`config.mk`:
```
export PLATFORM = sky130hd
export DESIGN_NAME = ips_priority_regs
export DESIGN_NICKNAME = d
export VERILOG_FILES = /design/src/ips_pkg.sv /design/src/ips_priority_regs.sv
export SDC_FILE = /design/constraint.sdc
export NUM_CORES = 1
export LEC_CHECK = 0
export ABC_CLOCK_PERIOD_IN_PS = 1450
export BUFFER_PORTS_ARGS = -buffer_cell sky130_fd_sc_hd__buf_4
export CAP_MARGIN = 20
export CORE_MARGIN = 8
export CORE_UTILIZATION = 30
export CTS_CLUSTER_SIZE = 16
export DETAILED_ROUTE_END_ITERATION = 8
export GPL_ROUTABILITY_DRIVEN = 0
export PLACE_DENSITY = 0.72
export SETUP_SLACK_MARGIN = 0.3
export SYNTH_ARGS = -nofsm -noshare
export SYNTH_HDL_FRONTEND = slang
export SYNTH_SLANG_ARGS = --single-unit
export TNS_END_PERCENT = 1
```
`constraint.sdc`:
```
create_clock -name clock -period 1.45 [get_ports clock]
set_input_delay 0.2175 -clock clock [delete_from_list [all_inputs] [get_ports clock]]
set_output_delay 0.2175 -clock clock [all_outputs]
set_load 0.005 [all_outputs]
```
`src/ips_pkg.sv`:
```
// constants shared by the interrupt priority select block
package ips_pkg;

  // register index as printed; byte address is four times the index
  localparam logic [15:0] PRIO_A_INDEX = 16'hfff8;
  localparam logic [15:0] PRIO_B_INDEX = 16'hfff9;

  // avalon byte address width and derived byte addresses
  localparam int          ADDR_W       = 18;
  localparam logic [17:0] PRIO_A_ADDR  = {PRIO_A_INDEX, 2'h0};
  localparam logic [17:0] PRIO_B_ADDR  = {PRIO_B_INDEX, 2'h0};

  // register width and reset value of both priority registers
  localparam int         PRIO_W        = 8;
  localparam logic [7:0] PRIO_RESET    = 8'h00;
  localparam logic [23:0] READ_PAD     = 24'h000000;

  // priority level encoding of one field
  localparam logic LEVEL_NONPRIO = 1'h0;
  localparam logic LEVEL_PRIO    = 1'h1;

  // field positions in interrupt_priority_a
  localparam int PRIO_EXT_LINE0_BIT        = 7;
  localparam int PRIO_EXT_LINE1_BIT        = 6;
  localparam int PRIO_EXT_LINES2_3_BIT     = 5;
  localparam int PRIO_EXT_LINES4_5_BIT     = 4;
  localparam int PRIO_WATCHDOG_REFRESH_BIT = 3;
  localparam int PRIO_TIMER_CH0_BIT        = 2;
  localparam int PRIO_TIMER_CH1_BIT        = 1;
  localparam int PRIO_TIMER_CH2_BIT        = 0;

  // field positions in interrupt_priority_b
  localparam int PRIO_TIMER_CH3_BIT        = 7;
  localparam int PRIO_TIMER_CH4_BIT        = 6;
  localparam int PRIO_DMA_CH0_1_BIT        = 5;
  localparam int PRIO_B_SPARE_HI_BIT       = 4;
  localparam int PRIO_SERIAL_CH0_BIT       = 3;
  localparam int PRIO_SERIAL_CH1_BIT       = 2;
  localparam int PRIO_ADC_BIT              = 1;
  localparam int PRIO_B_SPARE_LO_BIT       = 0;

endpackage

```
`src/ips_priority_regs.sv`:
```
// priority level registers with avalon slave and per-source level outputs
//
// The Avalon-MM interface to the registers and the register offsets are this design's own decisions.
`timescale 1ns/1ns
`default_nettype none

module ips_priority_regs
  import ips_pkg::*;
(
  // clock and reset
  input  wire logic              clock,
  input  wire logic              rstn,
  // hardware standby pin, active low, asynchronous to clock
  input  wire logic              hwStandbyN,
  // avalon-mm slave
  input  wire logic [ADDR_W-1:0] address,
  input  wire logic              read,
  input  wire logic              write,
  input  wire logic [31:0]       writedata,
  input  wire logic [3:0]        byteenable,
  output logic      [31:0]       readdata,
  output logic                   waitrequest,
  // per-source priority levels for the arbiter
  output logic      [5:0]        prioExtLines,
  output logic                   prioWatchdog,
  output logic                   prioRefresh,
  output logic      [4:0]        prioTimerCh,
  output logic      [1:0]        prioDmaCh,
  output logic      [1:0]        prioSerialCh,
  output logic                   prioAdc
);

  // storage and bus state
  logic [PRIO_W-1:0] interruptPriorityA_reg;  // first priority register
  logic [PRIO_W-1:0] interruptPriorityB_reg;  // second priority register
  logic [31:0]       readdata_reg;            // captured read answer
  logic              ack_reg;                 // answer cycle marker
  logic              waitrequest_reg;         // registered waitrequest, high when idle
  logic              standbyMeta_reg;         // synchroniser stage one
  logic              standbySync_reg;         // synchroniser stage two, active high

  // decode and selection
  wire               hitA      = (address == PRIO_A_ADDR);
  wire               hitB      = (address == PRIO_B_ADDR);
  wire               lane0     = byteenable[0];
  // writes commit only on the edge where waitrequest is seen low
  wire               writeFire = write & ack_reg & lane0;
  wire               writeA    = writeFire & hitA;
  wire               writeB    = writeFire & hitB;
  // unmapped addresses read as zero, writes to them are dropped
  wire [PRIO_W-1:0]  readSel   = hitA ? interruptPriorityA_reg :
                                 hitB ? interruptPriorityB_reg : PRIO_RESET;
  wire               request   = read | write;
  wire               ack_next  = request & ~ack_reg;
  // spare positions of b, used to spot writes that touch only them
  wire [PRIO_W-1:0]  spareMaskB = (8'h01 << PRIO_B_SPARE_HI_BIT) |
                                  (8'h01 << PRIO_B_SPARE_LO_BIT);
  // a write to b whose non-spare bits equal what b already holds
  wire               onlySpareB = writeB &
                                  (((writedata[PRIO_W-1:0] ^ interruptPriorityB_reg) & ~spareMaskB)
                                   == 8'h00);
  // every level output in one word, for the checks below
  wire [17:0]        allLevels  = {prioExtLines, prioWatchdog, prioRefresh, prioTimerCh,
                                   prioDmaCh, prioSerialCh, prioAdc};

  // standby pin passes two flops before anything looks at it
  always_ff @(posedge clock or negedge rstn) begin
    if (!rstn) begin
      standbyMeta_reg <= 1'h0;
      standbySync_reg <= 1'h0;
    end else begin
      standbyMeta_reg <= ~hwStandbyN;
      standbySync_reg <= standbyMeta_reg;
    end
  end

  // bus handshake: one wait cycle, then a single answer cycle
  // waitrequest is held high in reset so no request is taken early
  always_ff @(posedge clock or negedge rstn) begin
    if (!rstn) begin
      ack_reg      <= 1'h0;
      waitrequest_reg <= 1'h1;
      readdata_reg <= 32'h00000000;
    end else begin
      ack_reg      <= ack_next;
      // own flop so the output leaves a register with no gate behind it
      waitrequest_reg <= ~ack_next;
      // read value sampled in the wait cycle, stands in the answer cycle
      if (read && !ack_reg) begin
        readdata_reg <= {READ_PAD, readSel};
      end
    end
  end

  // first priority register; standby overrides any write in flight
  always_ff @(posedge clock or negedge rstn) begin
    if (!rstn) begin
      interruptPriorityA_reg <= PRIO_RESET;
    end else if (standbySync_reg) begin
      interruptPriorityA_reg <= PRIO_RESET;
    end else if (writeA) begin
      interruptPriorityA_reg <= writedata[PRIO_W-1:0];
    end
  end

  // second priority register; spare bits stored like the rest
  always_ff @(posedge clock or negedge rstn) begin
    if (!rstn) begin
      interruptPriorityB_reg <= PRIO_RESET;
    end else if (standbySync_reg) begin
      interruptPriorityB_reg <= PRIO_RESET;
    end else if (writeB) begin
      interruptPriorityB_reg <= writedata[PRIO_W-1:0];
    end
  end

  // bus outputs straight from flops
  assign readdata    = readdata_reg;
  assign waitrequest = waitrequest_reg;

  // fan-out of register bits to sources; a 1 means priority level
  // shared bits drive every member of their group identically
  assign prioExtLines[0] = interruptPriorityA_reg[PRIO_EXT_LINE0_BIT];
  assign prioExtLines[1] = interruptPriorityA_reg[PRIO_EXT_LINE1_BIT];
  assign prioExtLines[2] = interruptPriorityA_reg[PRIO_EXT_LINES2_3_BIT];
  assign prioExtLines[3] = interruptPriorityA_reg[PRIO_EXT_LINES2_3_BIT];
  assign prioExtLines[4] = interruptPriorityA_reg[PRIO_EXT_LINES4_5_BIT];
  assign prioExtLines[5] = interruptPriorityA_reg[PRIO_EXT_LINES4_5_BIT];
  assign prioWatchdog    = interruptPriorityA_reg[PRIO_WATCHDOG_REFRESH_BIT];
  assign prioRefresh     = interruptPriorityA_reg[PRIO_WATCHDOG_REFRESH_BIT];
  assign prioTimerCh[0]  = interruptPriorityA_reg[PRIO_TIMER_CH0_BIT];
  assign prioTimerCh[1]  = interruptPriorityA_reg[PRIO_TIMER_CH1_BIT];
  assign prioTimerCh[2]  = interruptPriorityA_reg[PRIO_TIMER_CH2_BIT];
  assign prioTimerCh[3]  = interruptPriorityB_reg[PRIO_TIMER_CH3_BIT];
  assign prioTimerCh[4]  = interruptPriorityB_reg[PRIO_TIMER_CH4_BIT];
  assign prioDmaCh[0]    = interruptPriorityB_reg[PRIO_DMA_CH0_1_BIT];
  assign prioDmaCh[1]    = interruptPriorityB_reg[PRIO_DMA_CH0_1_BIT];
  assign prioSerialCh[0] = interruptPriorityB_reg[PRIO_SERIAL_CH0_BIT];
  assign prioSerialCh[1] = interruptPriorityB_reg[PRIO_SERIAL_CH1_BIT];
  assign prioAdc         = interruptPriorityB_reg[PRIO_ADC_BIT];

  // standby held for a cycle leaves register a at zero
  a_standby_clears_a: assert property (
    @(posedge clock) disable iff (!rstn)
    standbySync_reg |=> (interruptPriorityA_reg == PRIO_RESET))
    else $error("register a not cleared in standby");

  // standby held for a cycle leaves register b at zero
  a_standby_clears_b: assert property (
    @(posedge clock) disable iff (!rstn)
    standbySync_reg |=> (interruptPriorityB_reg == PRIO_RESET))
    else $error("register b not cleared in standby");

  // a committed write to a lands all eight bits
  a_write_lands_a: assert property (
    @(posedge clock) disable iff (!rstn)
    (write && !waitrequest && hitA && lane0 && !standbySync_reg)
      |=> (interruptPriorityA_reg == $past(writedata[7:0])))
    else $error("write to register a lost");

  // a committed write to b keeps spare bits too
  a_write_spare_b: assert property (
    @(posedge clock) disable iff (!rstn)
    (write && !waitrequest && hitB && lane0 && !standbySync_reg)
      |=> (interruptPriorityB_reg[PRIO_B_SPARE_HI_BIT] == $past(writedata[4]))
       && (interruptPriorityB_reg[PRIO_B_SPARE_LO_BIT] == $past(writedata[0])))
    else $error("spare bits of register b not stored");

  // read answer carries the register as it was in the wait cycle
  a_read_back_b: assert property (
    @(posedge clock) disable iff (!rstn)
    (read && waitrequest && hitB)
      |=> !waitrequest && (readdata == {READ_PAD, $past(interruptPriorityB_reg)}))
    else $error("read of register b wrong");

  // without a write or standby the register holds
  a_hold_without_write: assert property (
    @(posedge clock) disable iff (!rstn)
    (!writeA && !standbySync_reg) |=> $stable(interruptPriorityA_reg))
    else $error("register a changed on its own");

  // grouped external lines always share their level
  a_ext_pairs_match: assert property (
    @(posedge clock) disable iff (!rstn)
    (prioExtLines[2] == prioExtLines[3]) && (prioExtLines[4] == prioExtLines[5])
      && (prioExtLines[4] == interruptPriorityA_reg[PRIO_EXT_LINES4_5_BIT]))
    else $error("external line groups disagree");

  // a write of bit 7 of b shows on timer channel 3 next cycle
  a_timer3_follows: assert property (
    @(posedge clock) disable iff (!rstn)
    (writeB && !standbySync_reg) |=> (prioTimerCh[3] == $past(writedata[7])))
    else $error("timer channel 3 level wrong");

  // the answer cycle lasts one cycle only
  a_single_answer: assert property (
    @(posedge clock) disable iff (!rstn)
    !waitrequest |=> waitrequest)
    else $error("answer cycle longer than one");

  // bus and storage checks; waitrequest mirrors ack_reg inverted, so
  // a request seen with waitrequest high is the wait cycle of that request

  // a request seen with waitrequest high is answered at the next edge
  a_one_wait_cycle: assert property (
    @(posedge clock) disable iff (!rstn)
    ((read || write) && waitrequest) |=> !waitrequest)
    else $error("request not answered after one wait cycle");

  // with no request the slave keeps waitrequest high
  a_idle_keeps_wait: assert property (
    @(posedge clock) disable iff (!rstn)
    (!read && !write) |=> waitrequest)
    else $error("answer given without a request");

  // read data move only in the wait cycle of a read
  a_readdata_holds: assert property (
    @(posedge clock) disable iff (!rstn)
    !(read && waitrequest) |=> $stable(readdata))
    else $error("read data changed outside a read");

  // read of a returns the register as it stood in the wait cycle
  a_read_back_a: assert property (
    @(posedge clock) disable iff (!rstn)
    (read && waitrequest && hitA)
      |=> !waitrequest && (readdata == {READ_PAD, $past(interruptPriorityA_reg)}))
    else $error("read of register a wrong");

  // writes to unmapped places leave both registers alone
  a_unmapped_dropped: assert property (
    @(posedge clock) disable iff (!rstn)
    (writeFire && !hitA && !hitB && !standbySync_reg)
      |=> $stable(interruptPriorityA_reg) && $stable(interruptPriorityB_reg))
    else $error("unmapped write changed a register");

  // a write with lane 0 masked off is dropped
  a_masked_dropped: assert property (
    @(posedge clock) disable iff (!rstn)
    (write && !waitrequest && !lane0 && !standbySync_reg)
      |=> $stable(interruptPriorityA_reg) && $stable(interruptPriorityB_reg))
    else $error("masked write changed a register");

  // without a write or standby register b holds
  a_hold_b: assert property (
    @(posedge clock) disable iff (!rstn)
    (!writeB && !standbySync_reg) |=> $stable(interruptPriorityB_reg))
    else $error("register b changed on its own");

  // first edge after reset release finds both registers clear, bus idle
  a_reset_clears: assert property (
    @(posedge clock)
    $rose(rstn) |-> (interruptPriorityA_reg == PRIO_RESET)
      && (interruptPriorityB_reg == PRIO_RESET) && waitrequest)
    else $error("registers not cleared by reset");

  // level fan-out: a committed write shows on its sources one edge later

  // external line 0 follows bit 7 of a
  a_line0_level: assert property (
    @(posedge clock) disable iff (!rstn)
    (writeA && !standbySync_reg)
      |=> (prioExtLines[0] == $past(writedata[PRIO_EXT_LINE0_BIT])))
    else $error("external line 0 level wrong");

  // external line 1 follows bit 6 of a
  a_line1_level: assert property (
    @(posedge clock) disable iff (!rstn)
    (writeA && !standbySync_reg)
      |=> (prioExtLines[1] == $past(writedata[PRIO_EXT_LINE1_BIT])))
    else $error("external line 1 level wrong");

  // external lines 2 and 3 share bit 5 of a
  a_lines23_level: assert property (
    @(posedge clock) disable iff (!rstn)
    (writeA && !standbySync_reg)
      |=> (prioExtLines[3:2] == {2{$past(writedata[PRIO_EXT_LINES2_3_BIT])}}))
    else $error("external lines 2 and 3 level wrong");

  // external lines 4 and 5 share bit 4 of a
  a_lines45_level: assert property (
    @(posedge clock) disable iff (!rstn)
    (writeA && !standbySync_reg)
      |=> (prioExtLines[5:4] == {2{$past(writedata[PRIO_EXT_LINES4_5_BIT])}}))
    else $error("external lines 4 and 5 level wrong");

  // watchdog and refresh share bit 3 of a
  a_watchdog_level: assert property (
    @(posedge clock) disable iff (!rstn)
    (writeA && !standbySync_reg)
      |=> ({prioWatchdog, prioRefresh} == {2{$past(writedata[PRIO_WATCHDOG_REFRESH_BIT])}}))
    else $error("watchdog and refresh level wrong");

  // timer channel 0 follows bit 2 of a
  a_timer0_level: assert property (
    @(posedge clock) disable iff (!rstn)
    (writeA && !standbySync_reg)
      |=> (prioTimerCh[0] == $past(writedata[PRIO_TIMER_CH0_BIT])))
    else $error("timer channel 0 level wrong");

  // timer channel 1 follows bit 1 of a
  a_timer1_level: assert property (
    @(posedge clock) disable iff (!rstn)
    (writeA && !standbySync_reg)
      |=> (prioTimerCh[1] == $past(writedata[PRIO_TIMER_CH1_BIT])))
    else $error("timer channel 1 level wrong");

  // timer channel 2 follows bit 0 of a
  a_timer2_level: assert property (
    @(posedge clock) disable iff (!rstn)
    (writeA && !standbySync_reg)
      |=> (prioTimerCh[2] == $past(writedata[PRIO_TIMER_CH2_BIT])))
    else $error("timer channel 2 level wrong");

  // timer channel 4 follows bit 6 of b
  a_timer4_level: assert property (
    @(posedge clock) disable iff (!rstn)
    (writeB && !standbySync_reg)
      |=> (prioTimerCh[4] == $past(writedata[PRIO_TIMER_CH4_BIT])))
    else $error("timer channel 4 level wrong");

  // both dma channels share bit 5 of b
  a_dma_level: assert property (
    @(posedge clock) disable iff (!rstn)
    (writeB && !standbySync_reg)
      |=> (prioDmaCh == {2{$past(writedata[PRIO_DMA_CH0_1_BIT])}}))
    else $error("dma channel level wrong");

  // serial channel 0 follows bit 3 of b
  a_serial0_level: assert property (
    @(posedge clock) disable iff (!rstn)
    (writeB && !standbySync_reg)
      |=> (prioSerialCh[0] == $past(writedata[PRIO_SERIAL_CH0_BIT])))
    else $error("serial channel 0 level wrong");

  // serial channel 1 follows bit 2 of b
  a_serial1_level: assert property (
    @(posedge clock) disable iff (!rstn)
    (writeB && !standbySync_reg)
      |=> (prioSerialCh[1] == $past(writedata[PRIO_SERIAL_CH1_BIT])))
    else $error("serial channel 1 level wrong");

  // converter follows bit 1 of b
  a_adc_level: assert property (
    @(posedge clock) disable iff (!rstn)
    (writeB && !standbySync_reg)
      |=> (prioAdc == $past(writedata[PRIO_ADC_BIT])))
    else $error("converter level wrong");

  // a write that changes only spare bits of b moves no level
  a_spare_no_effect: assert property (
    @(posedge clock) disable iff (!rstn)
    (onlySpareB && !standbySync_reg)
      |=> $stable({prioTimerCh[4:3], prioDmaCh, prioSerialCh, prioAdc}))
    else $error("spare bit of register b moved a level");

  // standby forces every source to level 0
  a_standby_levels_low: assert property (
    @(posedge clock) disable iff (!rstn)
    standbySync_reg |=> (allLevels == 18'h00000))
    else $error("levels not cleared in standby");

  // levels stay put unless a write commits or standby clears
  a_levels_steady: assert property (
    @(posedge clock) disable iff (!rstn)
    (!writeA && !writeB && !standbySync_reg)
      |=> $stable(allLevels))
    else $error("levels changed without a write");

endmodule

`default_nettype wire

```
==> results by group <==
Status
  • Outcome: complete, but fails checks
  • Failing checks: setup timing

Logic synthesis
  • Synth Area in Simple Gates: 16.2%
  • Compound-cell area share of the yosys netlist: 14.5%
  • Cell count after synthesis: roughly 170
  • Syn. warnings: 0
  • Seq/Total Area, Yosys: 44.2%
  • Netlist cell types: 25
  • Top_reg_cell synth: dfrtp_1
  • Post-synthesis mux area share: 5.05%
  • Asr flop ratio synth: between 90% and 100%
  • Syn avg cell area: 9.62 sq um
  • Syn Std Cell Area: ~1600 sq um
  • Largest family of logic cells by synthesized area: buffers and inverters
  • Adder-cell area share of the yosys netlist: 0%
  • Synth Area in XOR/XNOR: 0%
  • EDFF count, synth: 0
  • Register bit total from synthesis: 28

STA
  • Final period util: 101%
  • PnR worst setup slack: -17.1 ps
  • RSZ-0062 raised after global routing: true
  • Fmax achieved: between 600 and 700 MHz
  • Hold Violations, Final: 0
  • Slew Limit Fails: 0
  • Final min period: 1470 ps
  • Worst slew pin tran: between 500 and 600 ps
  • Clock Skew: around 2.2 ps
  • Final count of negative-setup-slack endpoints: 4
  • Slew margin rel.: between 60% and 70%

Floorplan
  • Total die area: between 7000 and 8000 sq um
  • Die W: just under 90 um
  • Initial core utilization: 31.1%
  • Core Footprint: between 5000 and 6000 sq um
  • Die height: between 80 and 90 um
  • Top Ports: between 100 and 150
  • # rows: 26

Drt
  • Drt wl/cell: ~15 um
  • Detailed-route DRC error count: 0
  • 1st-iter DRT viols: 91
  • Vias per Instance: 4.56
  • Detailed Routing Iterations Pass 1: 4
  • Vias: between 1k and 1.5k
  • ANT nets after route: 0
  • Post-Route WL: between 4 and 5 mm

Layout
  • Final core utilization: 40.8%
  • Share of cells above drive strength 1: 41.7%
  • Layout Nets: 276
  • Multi-input logic area: a little under 700 sq um
  • Synthesis-to-finish area growth: 31.5%
  • Sequential cell area: 702 sq um
  • Design area: ~2100 sq um
  • Fill count: approximately 530
  • Ant. Diodes: 0

CTS
  • Clk slew on worst S/H paths: about 90 ps
  • CTS Buffer Depth: 2
  • Htree depth: 1
  • CTS tree: yes
  • Clk root buf: clkbuf_8
  • Clock latency on the worst-skew pair: roughly 270 ps
  • Clock net sink count: 28
  • CTS Buf Count: 3

Placement
  • Detailed placement HPWL: approximately 3.2 mm
  • IO Port Bufs: 58
  • Placed cell areas: approximately 2000 sq um
  • Worst slack at placement: -471 ps

Critical path
  • Worst Setup Path Type: in -> reg
  • Startpoint Class: input pin
  • CP Max Fanout: 8
  • Endpoint class of the critical path: register
  • CP Data Arrival Time: between 1500 and 2000 ps
  • Worst Path Required: about 1700 ps
  • Register-to-register setup slack: about 40 ps

Power
  • Worst VDD drop: between 0.3 and 0.4 mV
  • Static Leakage: 0.981 nW
  • Pwr Density: approximately 700 nW/um^2
  • Total Power: between 1 and 1.5 mW

Global route
  • Largest net degree at the start of global routing: 29
  • All-layer global routing usage: about a tenth
  • Vias in the first global route: roughly 1.3k
  • First-pass GRT wire length: approximately 6.4 mm
  • Gr ovfl total: 0
  • Initial antenna violation count: 0

Flow run
  • Max_cap viols: 0

Hold path
  • Worst hold path class: in -> reg
## per-stage QoR
stage          instances  TNS, ps  hold WS (ps)
2_1_floorplan        188    -5510         -78.1
3_3_place_gp         279    -7220           153
3_5_place_dp         279    -7820           156
4_1_cts              286    -38.0          75.5
5_1_grt              286     -292          82.6
6_report             286    -33.2          74.3
## layout by cell type, fill, tap and decap left out, drive strengths merged
cell / Yosys / layout
a21oi: 16 / 16
buf: 36 / 69
clkbuf: 10 / 4
conb: 1 / 24
dfrtp: 27 / 27
dfstp: 1 / 1
dlygate4sd3: 0 / 1
inv: 2 / 2
mux2i: 8 / 8
nand2: 8 / 8
nand2b: 1 / 1
nand3: 2 / 2
nand4: 10 / 10
nand4b: 11 / 11
nor2: 1 / 1
nor3: 1 / 1
nor4: 1 / 1
o21ai: 24 / 24
or2: 1 / 1
or3: 2 / 2
or4: 2 / 2
## path summary, 6_finish.rpt
kind / from / to / cells past startpoint
setup / recovery: address[4] / readdata[3] / 5
hold / removal: hwStandbyN / standbyMeta_reg / 2
setup reg to reg: ack_reg / readdata[3] / 3
hold reg to reg: standbyMeta_reg / standbySync_reg / 0
max in group asynchronous: rstn / waitrequest / 2
min in group asynchronous: rstn / standbySync_reg / 2
## cell families (layout without fill, tap and decap cells)
kind of cell | Yosys count | after routing
buf+inv | 48 | 76
other cells | 1 | 24
simple gates | 40 | 40
flops | 28 | 28
compound gates | 40 | 40
mux | 8 | 8
## power breakdown
| group | internal (mW) | switching [mW] | leakage [nW] | total, mW |
|---|---|---|---|---|
| clock | 0.243 | 0.232 | 0.0288 | 0.475 |
| combinational | 0.0864 | 0.0793 | 0.571 | 0.166 |
| sequential | 0.792 | 0.0120 | 0.381 | 0.804 |
## synthesized netlist by cell type, types with 2 or more instances
cell / instances / area share (%)
nand2_1: 8 / 1.9
o21ai_2: 8 / 4.4
or3_1: 2 / 0.79
clkbuf_1: 9 / 2.1
nand4b_1: 11 / 6.1
o21ai_0: 16 / 5.0
buf_4: 33 / 16
mux2i_1: 8 / 5.0
nand3_1: 2 / 0.63
dfrtp_1: 27 / 43
buf_1: 2 / 0.47
nand4_1: 10 / 3.9
inv_1: 2 / 0.47
a21oi_1: 16 / 5.0
## final cells by class
cell class                 count  area share [%]
multi-input combinational    112            33.3
tap                           70            4.20
sequential                    28            33.7
clock buffer                   4            2.64
inverter                       2           0.360
timing repair buffer          70            25.9
## critical path, cell delays in order
cell      delay (ps)
buf_6             90
nand4b_1         180
or4_4            510
or4_4            520
o21ai_2          150
## timing repair
item | in CTS | in global routing
resized for setup | 5 | 14
endpoints found under the setup margin | 24 | 24
hold buffers | 1 | 0
pin swaps | 12 | 2
endpoints found under the hold margin | 27 | 0
setup buffers | 2 | 0
## routing by layer
| layer | vias to the layer above | track usage [%] | wire, um |
|---|---|---|---|
| met3 | 2 | 1.76 | 325 |
| met2 | 47 | 17.0 | 2200 |
| met4 | 0 | 3.53 | 34 |
| met1 | 628 | 12.7 | 1630 |
| li1 | 628 | - | - |
| met5 | - | 0 | 0 |
(Power assumes the default switching activity.)
